### src/shared/pfm_map.svh
// Pad indices, nibble codes, control bit positions and reset values of the pin multiplexer
`ifndef PFM_MAP_SVH
`define PFM_MAP_SVH

// Pad positions inside the pad vectors
`define PFM_PA0 0
`define PFM_PA1 1
`define PFM_PA2 2
`define PFM_PA3 3
`define PFM_PA4 4
`define PFM_PA5 5
`define PFM_PA6 6
`define PFM_PA7 7
`define PFM_PB3 8
`define PFM_PB4 9
`define PFM_PC5 10
`define PFM_PC6 11
`define PFM_PC7 12
`define PFM_NPADS 13
`define PFM_NREGS 14

// Pin configuration nibble codes
`define PFM_NIB_ANALOG 4'h0
`define PFM_NIB_INPUT 4'h4
`define PFM_NIB_OUT 4'h1
`define PFM_NIB_OUT_OD 4'h5
`define PFM_NIB_ALT 4'h9
`define PFM_NIB_ALT_OD 4'hd
`define PFM_NIB_ALT_BIT 3
`define PFM_NIB_OD_BIT 2

// Control bit positions
`define PFM_DBG_REGEN_OFF 4
`define PFM_REMAP_CH1 4
`define PFM_REMAP_CH2 5
`define PFM_REMAP_CH3 6
`define PFM_REMAP_CH4 7
`define PFM_SPI_MASTER 4
`define PFM_UART_HANDSHAKE 5
`define PFM_OE_CH1 0
`define PFM_OE_CH2 4
`define PFM_OE_CH3 8
`define PFM_OE_CH4 12

// Reset values and access masks
`define PFM_RST_PINCFG 16'h4444
`define PFM_RST_CTRL 16'h0000
`define PFM_PRIV_DBG 16'h0010
`define PFM_PRIV_REMAP 16'h00f0
`define PFM_WO_UART 16'h0020
`define PFM_MASK_NONE 16'h0000
`define PFM_MASK_ALL 16'hffff

`endif

### src/shared/pfm_pkg.sv
// Types shared by the pin-function multiplexer
package pfm_pkg;

   typedef logic [15:0] pfm_word_t;

   // Configuration word selector
   typedef enum logic [3:0] {
      REG_PA_LO, REG_PA_HI, REG_PB_LO, REG_PB_HI, REG_PC_HI, REG_DBG, REG_T2_REMAP,
      REG_T2_OE, REG_T1_OE, REG_S1_MODE, REG_S2_MODE, REG_S1_SPI, REG_S2_SPI, REG_S1_UART
   } pfm_reg_e;

   // Serial controller operating mode
   typedef enum logic [1:0] {SER_OFF, SER_UART, SER_SPI, SER_I2C} pfm_ser_mode_e;

   // Signals that peripherals offer to the pads
   typedef struct packed {
      logic [3:0] timer2_out;
      logic [1:0] timer1_out;
      logic serial1_spi_clock;
      logic serial1_rts;
      logic serial2_master_out;
      logic serial2_master_in;
      logic serial2_spi_clock;
      logic serial2_i2c_data_low;
      logic serial2_i2c_clock_low;
      logic cpu_trace_clock;
      logic cpu_trace_bit2;
      logic cpu_trace_bit3;
      logic cpu_trace_enable;
      logic cpu_trace_four_wire;
      logic packet_trace_frame;
      logic packet_trace_bitstream;
      logic radio_transmit_flag;
      logic regulator_enable;
   } pfm_periph_out_s;

   // Pad levels handed back to peripherals
   typedef struct packed {
      logic [3:0] timer2_in;
      logic [1:0] timer1_in;
      logic serial1_spi_clock;
      logic serial1_slave_select;
      logic serial1_cts;
      logic serial2_master_out;
      logic serial2_master_in;
      logic serial2_spi_clock;
      logic serial2_slave_select;
      logic serial2_i2c_data;
      logic serial2_i2c_clock;
      logic slow_clock_ext_in;
   } pfm_periph_in_s;

endpackage

### src/hw/pfm_top.sv
// Pin-function multiplexer: configuration store, alternate routing, strap capture
`timescale 1ns/1ps
`include "pfm_map.svh"
////////////////////////////////////////////////////////////////////////////////
////////////////////////////////////////////////////////////////////////////////

module pfm_top
   import pfm_pkg::*;
(
   input wire logic sys_clk,
   input wire logic sys_rst,
   input wire logic ce,
   input wire logic cfg_wr,
   input wire logic cfg_rd,
   input wire logic cfg_priv,
   input wire pfm_reg_e cfg_sel,
   input wire pfm_word_t cfg_wdata,
   output pfm_word_t cfg_rdata,
   input wire logic [12:0] pad_in,
   input wire logic [12:0] gpio_out_val,
   output logic [12:0] pad_out,
   output logic [12:0] pad_oe,
   output logic [12:0] pad_analog,
   input wire pfm_periph_out_s periph_o,
   output pfm_periph_in_s periph_i,
   input wire logic chip_reset_n_in,
   input wire logic chip_reset_n_driven,
   output logic chip_reset_req,
   output logic bootloader_request
);

   ////////////////////////////////////////////////////////////////////////////
   // Access attributes of the configuration words
   function automatic pfm_word_t priv_mask(input pfm_reg_e sel);
      case (sel)
         REG_DBG: priv_mask = `PFM_PRIV_DBG;
         REG_T2_REMAP: priv_mask = `PFM_PRIV_REMAP;
         default: priv_mask = `PFM_MASK_NONE;
      endcase
   endfunction

   function automatic pfm_word_t wo_mask(input pfm_reg_e sel);
      case (sel)
         REG_S1_UART: wo_mask = `PFM_WO_UART;
         default: wo_mask = `PFM_MASK_NONE;
      endcase
   endfunction

   function automatic pfm_word_t reset_of(input pfm_reg_e sel);
      case (sel)
         REG_PA_LO, REG_PA_HI, REG_PB_LO, REG_PB_HI, REG_PC_HI: reset_of = `PFM_RST_PINCFG;
         default: reset_of = `PFM_RST_CTRL;
      endcase
   endfunction

   ////////////////////////////////////////////////////////////////////////////
   // Configuration store
   pfm_word_t cfg_q [`PFM_NREGS];

   // Unprivileged writers only reach the bits outside the privileged mask
   wire pfm_word_t wr_mask = cfg_priv ? `PFM_MASK_ALL : ~priv_mask(cfg_sel);
   wire pfm_word_t next_word = (cfg_q[cfg_sel] & ~wr_mask) | (cfg_wdata & wr_mask);
   // Write-only bits read as reset value; privileged bits hidden from others
   wire pfm_word_t rd_raw = (cfg_q[cfg_sel] & ~wo_mask(cfg_sel))
                          | (reset_of(cfg_sel) & wo_mask(cfg_sel));
   wire pfm_word_t next_rdata = rd_raw & wr_mask;

   always_ff @(posedge sys_clk) begin
      if (sys_rst) begin
         for (int i = 0; i < `PFM_NREGS; i++) begin
            cfg_q[i] <= (i <= int'(REG_PC_HI)) ? `PFM_RST_PINCFG : `PFM_RST_CTRL;
         end
      end else if (ce && cfg_wr) begin
         cfg_q[cfg_sel] <= next_word;
      end
   end

   // Read data stands until the next read
   always_ff @(posedge sys_clk) begin
      if (sys_rst) begin
         cfg_rdata <= `PFM_RST_CTRL;
      end else if (ce && cfg_rd) begin
         cfg_rdata <= next_rdata;
      end
   end

   ////////////////////////////////////////////////////////////////////////////
   // Field decode
   wire pfm_word_t dbg = cfg_q[REG_DBG];
   wire pfm_word_t remap = cfg_q[REG_T2_REMAP];
   wire pfm_word_t t2oe = cfg_q[REG_T2_OE];
   wire pfm_word_t t1oe = cfg_q[REG_T1_OE];
   wire pfm_ser_mode_e ser1 = pfm_ser_mode_e'(cfg_q[REG_S1_MODE][1:0]);
   wire pfm_ser_mode_e ser2 = pfm_ser_mode_e'(cfg_q[REG_S2_MODE][1:0]);
   wire logic [3:0] nib [`PFM_NPADS];

   for (genvar g = 0; g < 4; g++) begin : g_port_a_nib
      assign nib[g] = cfg_q[REG_PA_LO][4*g +: 4];
      assign nib[g+4] = cfg_q[REG_PA_HI][4*g +: 4];
   end
   assign nib[`PFM_PB3] = cfg_q[REG_PB_LO][15:12];
   assign nib[`PFM_PB4] = cfg_q[REG_PB_HI][3:0];
   assign nib[`PFM_PC5] = cfg_q[REG_PC_HI][7:4];
   assign nib[`PFM_PC6] = cfg_q[REG_PC_HI][11:8];
   assign nib[`PFM_PC7] = cfg_q[REG_PC_HI][15:12];

   // Timer channel ownership of each shared pin
   wire logic t2c1_pa0 = !remap[`PFM_REMAP_CH1] && t2oe[`PFM_OE_CH1];
   wire logic t2c2_pa3 = !remap[`PFM_REMAP_CH2] && t2oe[`PFM_OE_CH2];
   wire logic t2c3_pa1 = !remap[`PFM_REMAP_CH3] && t2oe[`PFM_OE_CH3];
   wire logic t2c3_pb3 = remap[`PFM_REMAP_CH3] && t2oe[`PFM_OE_CH3];
   wire logic t2c4_pa2 = !remap[`PFM_REMAP_CH4] && t2oe[`PFM_OE_CH4];
   wire logic t2c4_pb4 = remap[`PFM_REMAP_CH4] && t2oe[`PFM_OE_CH4];

   // Serial controller modes
   wire logic s1_master = (ser1 == SER_SPI) && cfg_q[REG_S1_SPI][`PFM_SPI_MASTER];
   wire logic s1_slave = (ser1 == SER_SPI) && !cfg_q[REG_S1_SPI][`PFM_SPI_MASTER];
   wire logic s1_hs = (ser1 == SER_UART) && cfg_q[REG_S1_UART][`PFM_UART_HANDSHAKE];
   wire logic s2_master = (ser2 == SER_SPI) && cfg_q[REG_S2_SPI][`PFM_SPI_MASTER];
   wire logic s2_slave = (ser2 == SER_SPI) && !cfg_q[REG_S2_SPI][`PFM_SPI_MASTER];
   wire logic s2_i2c = (ser2 == SER_I2C);
   wire logic trc_en = periph_o.cpu_trace_enable;
   wire logic trc4 = trc_en && periph_o.cpu_trace_four_wire;
   // Regulator enable owns PA7 until software frees the pin
   wire logic regen_own = !dbg[`PFM_DBG_REGEN_OFF];

   ////////////////////////////////////////////////////////////////////////////
   // Alternate output selection; the timer channel wins a shared pin, except PA7 where the regulator enable wins
   wire logic [12:0] alt_req;
   wire logic [12:0] alt_val;
   wire logic [12:0] alt_od;
   wire logic [12:0] force_alt;

   assign alt_req[`PFM_PA0] = t2c1_pa0 || s2_master;
   assign alt_val[`PFM_PA0] = t2c1_pa0 ? periph_o.timer2_out[0] : periph_o.serial2_master_out;
   assign alt_od[`PFM_PA0] = 1'b0;
   assign alt_req[`PFM_PA1] = t2c3_pa1 || s2_i2c || s2_slave;
   assign alt_val[`PFM_PA1] = t2c3_pa1 ? periph_o.timer2_out[2]
                           : s2_i2c ? !periph_o.serial2_i2c_data_low
                           : periph_o.serial2_master_in;
   assign alt_od[`PFM_PA1] = !t2c3_pa1 && s2_i2c;
   assign alt_req[`PFM_PA2] = t2c4_pa2 || s2_i2c || s2_master;
   assign alt_val[`PFM_PA2] = t2c4_pa2 ? periph_o.timer2_out[3]
                           : s2_i2c ? !periph_o.serial2_i2c_clock_low
                           : periph_o.serial2_spi_clock;
   assign alt_od[`PFM_PA2] = !t2c4_pa2 && s2_i2c;
   assign alt_req[`PFM_PA3] = t2c2_pa3 || trc_en;
   assign alt_val[`PFM_PA3] = t2c2_pa3 ? periph_o.timer2_out[1] : periph_o.cpu_trace_clock;
   assign alt_od[`PFM_PA3] = 1'b0;
   assign alt_req[`PFM_PA4] = trc_en ? trc4 : 1'b1;
   assign alt_val[`PFM_PA4] = trc_en ? periph_o.cpu_trace_bit2 : periph_o.packet_trace_frame;
   assign alt_od[`PFM_PA4] = 1'b0;
   assign alt_req[`PFM_PA5] = trc_en ? trc4 : 1'b1;
   assign alt_val[`PFM_PA5] = trc_en ? periph_o.cpu_trace_bit3 : periph_o.packet_trace_bitstream;
   assign alt_od[`PFM_PA5] = 1'b0;
   assign alt_req[`PFM_PA6] = t1oe[`PFM_OE_CH3];
   assign alt_val[`PFM_PA6] = periph_o.timer1_out[0];
   assign alt_od[`PFM_PA6] = 1'b0;
   // Regulator enable is open drain: low pulls the regulator off, high releases
   assign alt_req[`PFM_PA7] = regen_own || t1oe[`PFM_OE_CH4];
   assign alt_val[`PFM_PA7] = regen_own ? periph_o.regulator_enable : periph_o.timer1_out[1];
   assign alt_od[`PFM_PA7] = regen_own;
   assign alt_req[`PFM_PB3] = t2c3_pb3 || s1_master;
   assign alt_val[`PFM_PB3] = t2c3_pb3 ? periph_o.timer2_out[2] : periph_o.serial1_spi_clock;
   assign alt_od[`PFM_PB3] = 1'b0;
   assign alt_req[`PFM_PB4] = t2c4_pb4 || s1_hs;
   assign alt_val[`PFM_PB4] = t2c4_pb4 ? periph_o.timer2_out[3] : periph_o.serial1_rts;
   assign alt_od[`PFM_PB4] = 1'b0;
   assign alt_req[`PFM_PC5] = 1'b1;
   assign alt_val[`PFM_PC5] = periph_o.radio_transmit_flag;
   assign alt_od[`PFM_PC5] = 1'b0;
   assign alt_req[`PFM_PC6] = 1'b1;
   assign alt_val[`PFM_PC6] = !periph_o.radio_transmit_flag;
   assign alt_od[`PFM_PC6] = 1'b0;
   // PC7 has no digital alternate output: crystal or clock input only
   assign alt_req[`PFM_PC7] = 1'b0;
   assign alt_val[`PFM_PC7] = 1'b0;
   assign alt_od[`PFM_PC7] = 1'b0;
   assign force_alt = {5'h00, regen_own, 7'h00};

   ////////////////////////////////////////////////////////////////////////////
   // Pad drivers and digital input gating
   wire logic [12:0] pad_dig;

   for (genvar g = 0; g < `PFM_NPADS; g++) begin : g_pad
      // Analog selection cuts the digital input path, and the driver except on PA7 while the regulator enable forces it
      assign pad_dig[g] = pad_in[g] && (nib[g] != `PFM_NIB_ANALOG);
      pfm_pad_cell u_cell (
         .sys_clk(sys_clk),
         .sys_rst(sys_rst),
         .ce(ce),
         .nibble(nib[g]),
         .gpio_val(gpio_out_val[g]),
         .alt_req(alt_req[g]),
         .alt_val(alt_val[g]),
         .alt_od(alt_od[g]),
         .force_alt(force_alt[g]),
         .pad_out(pad_out[g]),
         .pad_oe(pad_oe[g]),
         .pad_analog(pad_analog[g])
      );
   end

   // Inputs to peripherals; serial inputs take idle levels when their mode does not own the pin
   wire pfm_periph_in_s next_pin = '{
      timer2_in: {remap[`PFM_REMAP_CH4] ? pad_dig[`PFM_PB4] : pad_dig[`PFM_PA2],
                  remap[`PFM_REMAP_CH3] ? pad_dig[`PFM_PB3] : pad_dig[`PFM_PA1],
                  !remap[`PFM_REMAP_CH2] && pad_dig[`PFM_PA3],
                  !remap[`PFM_REMAP_CH1] && pad_dig[`PFM_PA0]},
      timer1_in: {pad_dig[`PFM_PA7], pad_dig[`PFM_PA6]},
      serial1_spi_clock: s1_slave && pad_dig[`PFM_PB3],
      serial1_slave_select: s1_slave ? pad_dig[`PFM_PB4] : 1'b1,
      serial1_cts: s1_hs && pad_dig[`PFM_PB3],
      serial2_master_out: s2_slave && pad_dig[`PFM_PA0],
      serial2_master_in: s2_master && pad_dig[`PFM_PA1],
      serial2_spi_clock: s2_slave && pad_dig[`PFM_PA2],
      serial2_slave_select: s2_slave ? pad_dig[`PFM_PA3] : 1'b1,
      serial2_i2c_data: s2_i2c ? pad_dig[`PFM_PA1] : 1'b1,
      serial2_i2c_clock: s2_i2c ? pad_dig[`PFM_PA2] : 1'b1,
      slow_clock_ext_in: pad_dig[`PFM_PC7]};

   ////////////////////////////////////////////////////////////////////////////
   // Chip reset pin and boot strap
   // An undriven pin reads high, the same as a board pull-up would give
   wire logic rst_pin_low = chip_reset_n_driven && !chip_reset_n_in;
   logic rst_pin_low_d;

   always_ff @(posedge sys_clk) begin
      if (sys_rst) begin
         periph_i <= '0;
         chip_reset_req <= 1'b0;
         rst_pin_low_d <= 1'b0;
         bootloader_request <= 1'b0;
      end else if (ce) begin
         periph_i <= next_pin;
         chip_reset_req <= rst_pin_low;
         rst_pin_low_d <= rst_pin_low;
         // Strap is watched while reset is low and for one cycle after release
         if (rst_pin_low || rst_pin_low_d) begin
            bootloader_request <= !pad_in[`PFM_PA5];
         end
      end
   end
endmodule

### src/hw/pfm_pad_cell.sv
// One pad driver: nibble decode, GPIO or alternate source, open-drain handling
`timescale 1ns/1ps
`include "pfm_map.svh"

module pfm_pad_cell (
   input wire logic sys_clk,
   input wire logic sys_rst,
   input wire logic ce,
   input wire logic [3:0] nibble,
   input wire logic gpio_val,
   input wire logic alt_req,
   input wire logic alt_val,
   input wire logic alt_od,
   input wire logic force_alt,
   output logic pad_out,
   output logic pad_oe,
   output logic pad_analog
);

   // Decode; a forced alternate ignores the nibble entirely
   wire logic is_analog = (nibble == `PFM_NIB_ANALOG) && !force_alt;
   wire logic is_out = (nibble[1:0] != 2'h0);
   wire logic use_alt = force_alt || (is_out && nibble[`PFM_NIB_ALT_BIT]);
   wire logic od = use_alt ? (alt_od || (nibble[`PFM_NIB_OD_BIT] && !force_alt))
                           : nibble[`PFM_NIB_OD_BIT];
   wire logic drv_val = use_alt ? alt_val : gpio_val;
   // Alternate mode with no owning function leaves the pad released
   wire logic drv_en = use_alt ? alt_req : (is_out && !is_analog);
   // Open drain only ever pulls low, so a high level releases the pad
   wire logic next_oe = drv_en && !is_analog && (!od || !drv_val);
   wire logic next_out = od ? 1'b0 : drv_val;

   ////////////////////////////////////////////////////////////////////////////
   // Registered pad controls
   always_ff @(posedge sys_clk) begin
      if (sys_rst) begin
         pad_out <= 1'b0;
         pad_oe <= 1'b0;
         pad_analog <= 1'b0;
      end else if (ce) begin
         pad_out <= next_out;
         pad_oe <= next_oe;
         pad_analog <= is_analog;
      end
   end

endmodule

### config.mk
export PLATFORM = sky130hd
export DESIGN_NAME = pfm_top
export DESIGN_NICKNAME = d
export VERILOG_FILES = /design/src/shared/pfm_pkg.sv /design/src/hw/pfm_top.sv /design/src/hw/pfm_pad_cell.sv
export VERILOG_INCLUDE_DIRS = /design/src /design/src/shared
export SDC_FILE = /design/constraint.sdc
export NUM_CORES = 1
export LEC_CHECK = 0
export ABC_AREA = 1
export BUFFER_PORTS_ARGS = -buffer_cell sky130_fd_sc_hd__buf_2
export CAP_MARGIN = 20
export CORE_MARGIN = 1.5
export CORE_UTILIZATION = 30
export CTS_CLUSTER_SIZE = 14
export DETAILED_ROUTE_END_ITERATION = 16
export GPL_TIMING_DRIVEN = 0
export SETUP_SLACK_MARGIN = 0.1
export SYNTH_ARGS = -nofsm -noshare
export SYNTH_HDL_FRONTEND = slang
export SYNTH_SLANG_ARGS = --single-unit
export TNS_END_PERCENT = 20
### constraint.sdc
create_clock -name sys_clk -period 2.6 [get_ports sys_clk]
set_clock_uncertainty 0.05 [all_clocks]
set_input_delay 0.39 -clock sys_clk [delete_from_list [all_inputs] [get_ports sys_clk]]
set_output_delay 0.39 -clock sys_clk [all_outputs]
set_load 0.01 [all_outputs]
# After elaboration in Yosys (flattened, before gate mapping)
# Memories as Yosys holds them, arrays and structs flattened.
# Cells that the tools add are included.
# Widths: inputs -> output; s select.
totals:
  regBits: 73
  ram_bits: 224
  input_bits: 76
  out_inout_bits: 73
  mem_count: 1
memory_table:
  columns: ["name", "depth", "word_bits", "rd", "rd_ports_with_merged_regs", "write_ports", "line_no", "rtl"]
  rows:
  - ["cfg_q", 14, 16, 15, 0, 14, "pfm_top.sv:58", "pfm_word_t cfg_q [`PFM_NREGS];"]
op_classes:
  n_eq_ne: 11
  n_mux: 72
  bitwise_logic: 10
  reduce_logical: 206
op_table:
  columns: ["op", "count"]
  rows:
  - ["$logic_and 1x1->1", 87]
  - ["$and 16x16->16", 5]
  - ["$mux 1", 66]
  - ["$logic_not 4->1", 14]
  - ["$logic_not 1->1", 53]
  - ["$not 16->16", 3]
  - ["$reduce_bool 4->1", 9]
  - ["$mux 16", 2]
  - ["$or 16x16->16", 2]
  - ["$logic_or 1x1->1", 27]
  - ["$reduce_bool 2->1", 13]
  - ["$pmux 8 s2", 1]
  - ["$reduce_or 16->1", 1]
  - ["$mux 15", 1]
  - ["$eq 4x3->1 const B", 3]
  - ["$eq 4x2->1 const B", 2]
  - ["$eq 2x2->1 const B", 3]
  - ["$mux 6", 1]
  - ["$reduce_or 5->1", 1]
  - ["$eq 4x1->1 const B", 1]
  - ["$eq 4x4->1 const B", 1]
  - ["$mux 4", 1]
  - ["$eq 2x1->1 const B", 1]
  - ["$reduce_and 2->1", 1]

# Logic depth before layout (Yosys ltp)
# An unclocked memory read counts as a cell.
logic_depth:
  ltp_word: 10
  mapped_depth: 14
  mapped_depth_nobuf: 11

# Hierarchy
# From an unflattened synthesis, not the netlist that was laid out.
unflattened:
  cells_unflattened: 1693
  hier_area_um2: 15452.3
by_module_without_submodules:
  columns: ["module", "n_inst", "cells_each", "area_each_um2", "seq_area_each_um2"]
  rows:
  - ["pfm_top", 1, 1316, 12768.5, 8368.0]
  - ["pfm_pad_cell", 13, 29, 206.4, 60.1]

# Worst setup path before layout
# OpenSTA, ideal clock, no wires.
synth_timing:
  kind: "input to register"
  from: "input sys_rst"
  to: "memory cfg_q[15][0] (netlist bit), enable pin"
  setup_time_ps: 388
  arrival_ps: 1741
  required_ps: 2162
  path_slack_ps: 421
  cell_stages: 6
  path_cell_list: "buf_2 nor2_4 nand2_1 nor2_1 inv_1 nor2_1"
synth_lines:
  columns: ["element", "line_no", "rtl"]
  rows:
  - ["start, declared", "pfm_top.sv:11", "input wire logic sys_rst,"]
  - ["end, declared", "pfm_top.sv:58", null]

==> metrics.txt <==
Post-CTS Setup Bufs 0; CTS sink count 329; Slew Viols, Final 0; Vert. Die Dim 225 um; Reg2Reg Capture Point cfg_q[4][4]; Setup Crit Path Kind primary input to flip-flop; CTS tree built; crit-path leading delay family simple AND/OR/NAND/NOR gates; Final Core Density 0.364; Tcrit/Tclk final 0.928; antenna fix cells 0; Max-Cap Viols 0; DR vias/cell 4.97; Worst Hold Class primary input to flip-flop; final std cells w/o fill 2503; R2R setup slack 0.65 ns; total power 0.0124 W; core footprint 0.0488 mm2; WP buf/inv 4; DR WL/cell 20.0 um; Post-Synthesis Cell Area 0.0148 mm2; clock buffer depth 3; Max stage delay on crit path 0.59 ns; final setup fails 0; worst r2r src cfg_q[5][4]; largest family of logic cells by synthesized area simple AND/OR/NAND/NOR gates; Worst-Margin Slew 0.939 ns; Synth Area in Compound Gates 0.0675; FF-to-FF path depth 11; I/O Buffers 141; 1st-iter DRT viols 1418; worst endpoint data arrival time 2.43 ns; cell mode on critical path nand2_1; Hold Path Origin cfg_wdata[12]; Top-Level Pins 149; pwr/cell area 696 mW/mm2; drt total wl 49.9 mm; Final HPWL DP 36.6 mm; clock root buffer clkbuf_16; Mapped Cells 1620; initial antenna violation count 1; initial core utilization 0.304; first-pass GRT wire length 73.2 mm; CP max-delay cell nand2_1; via count 12449; share of layout cells above drive strength 1 0.176; TritonCTS buffer count 37; CTS H-tree lvls 2; Static Leak 7.43 nW; Crit path required time 2.62 ns; dpl cells 2427; Tmin final 2.41 ns; Worst VDD drop 0.454 mV; Avg Cell Area, Syn 9.16 um2; Syn. warnings 0; status complete, no violations; FP Rows 81; Min-Delay Endpoint cfg_q[15][12]; vias in the first global route 11992; Synth top area share 0.518; xor/xnor share of the synthesized area 0; GRT overflow 0; Relative slew margins 0.374; Yosys cell types 32; largest net degree at the start of global routing 17; area grow syn2layout 19.7%; RSZ-0062 raised after global routing true; Post-DRT Antenna Nets 0; CP Capture Type flip-flop; startpoint types primary input; Fin Hold WS 0.0119 ns; Reg clk slew, reported paths 0.06 ns; Clk Latency, worst-skew pair 0.55 ns; CP Cell Sequence buf_2, nor2_4, nand2_1, inv_1, nand2_1, inv_1, nand2_2, buf_2, nand2_1; Min-Delay Path Depth 1; sequential-to-total area share from yosys stat 0.616; adder-cell share of the synthesized area 0; DIE AREA 0.0508 mm2; GR Util All Layers 0.194; 1st-pass router iterations 5; mux contribution to synthesized area 0.00135; die width 225 um; Synth Area in Simple Gates 0.244; final hold vios 0; GPL Wtd Cong 0.907; synthesized flop and latch total 329; # DRC 0; Max Clk Rate 0.415 GHz; largest cells by area after synthesis edfxtp_1 (52%), nand2_1 (13%), dfxtp_1 (9.8%); post-synth top area cell edfxtp_1; CP Max Fanout 16; Mapped Nets 1696; fin nets 1888
==> state kept, by name, summed over array words and instances, names as in the netlist <==
register / cells
cfg_q: 256
g_pad.u_cell.pad_out: 13
g_pad.u_cell.pad_oe: 13
g_pad.u_cell.pad_analog: 13
cfg_rdata: 16
rst_pin_low_d: 1
periph_i: 16
bootloader_request: 1
==> metrics by stage <==
step	cell area (um2)	worst slack, ns	setup TNS [ns]
global placement	16400	-0.603	-115.11
detailed placement	16400	-0.580	-103.99
CTS	17700	0.0384	0
global route	17800	0.0943	0
floorplan	14800	0.421	0
finish	17800	0.188	0
==> per-layer routing <==
layer / up-vias / global-route usage / share of wire
li1: 5708 / - / -
met1: 6013 / 0.248 / 0.41
met2: 619 / 0.318 / 0.46
met3: 107 / 0.0402 / 0.090
met4: 2 / 0.0844 / 0.042
met5: - / 0 / 0.00026
==> how the worst max path moves through the flow <==
stage,from,to,slack (ns),cells after the start
5_1_grt,sys_rst,cfg_q[6][1],0.09,9
3_3_place_gp,sys_rst,cfg_q[15][14],-0.60,6
6_report,sys_rst,cfg_q[6][6],0.19,9
2_1_floorplan,sys_rst,cfg_q[15][0],0.42,6
3_5_place_dp,sys_rst,cfg_q[11][4],-0.58,7
4_1_cts,sys_rst,cfg_q[1][7],0.04,7
==> cell families (layout without fill, tap and decap cells) <==
| family | count (synthesis) | in the layout |
|---|---|---|
| AO/OA/AOI/OAI | 177 | 177 |
| buffers and inverters | 210 | 429 |
| flip-flops | 329 | 329 |
| multiplexers | 2 | 2 |
| AND/OR/NAND/NOR | 902 | 902 |
==> where the power goes <==
group | internal, W | switching (W)
logic | 0.000354 | 0.000795
registers | 0.00590 | 0.000124
clock network | 0.00303 | 0.00217
==> Yosys cell counts (all sizes together) <==
cell type / count
a211o: 1
a21oi: 59
a22oi: 32
a31oi: 4
and2: 2
buf: 83
clkbuf: 42
clkinv: 3
dfxtp: 73
edfxtp: 256
inv: 82
mux2i: 2
nand2: 521
nand3: 43
nand3b: 1
nand4: 36
nor2: 279
nor3: 6
o2111ai: 1
o211ai: 8
o21ai: 70
o22ai: 1
o31ai: 1
or2: 14
==> final cells by class <==
cell class / instances / area, um2
fill: 5011 / 31100
sequential: 329 / 9150
multi-input combinational: 1081 / 4690
clock buffer: 53 / 1050
timing repair buffer: 153 / 861
tap: 664 / 831
buffer: 125 / 721
inverter: 85 / 324
clock inverter: 13 / 145
==> cells in the final DEF (no fill, tap or decap), drive strengths merged, types with 4 or more instances in the layout <==
cell type	instances
a21oi	59
o21ai	70
dlygate4sd3	10
nor2	279
nand2	521
clkbuf	95
inv	85
nor3	6
nand3	43
edfxtp	256
nand4	36
o211ai	8
a31oi	4
dfxtp	73
a22oi	32
buf	226
or2	14
clkinv	8
==> repair_timing <==
item | in CTS | in global routing
endpoints found under the setup margin | 142 | 163
gates resized for setup | 3 | 10
hold buffers | 10 | 0
hold endpoints to repair | 19 | 0
cloned | 0 | 0
(Power assumes the default switching activity.)
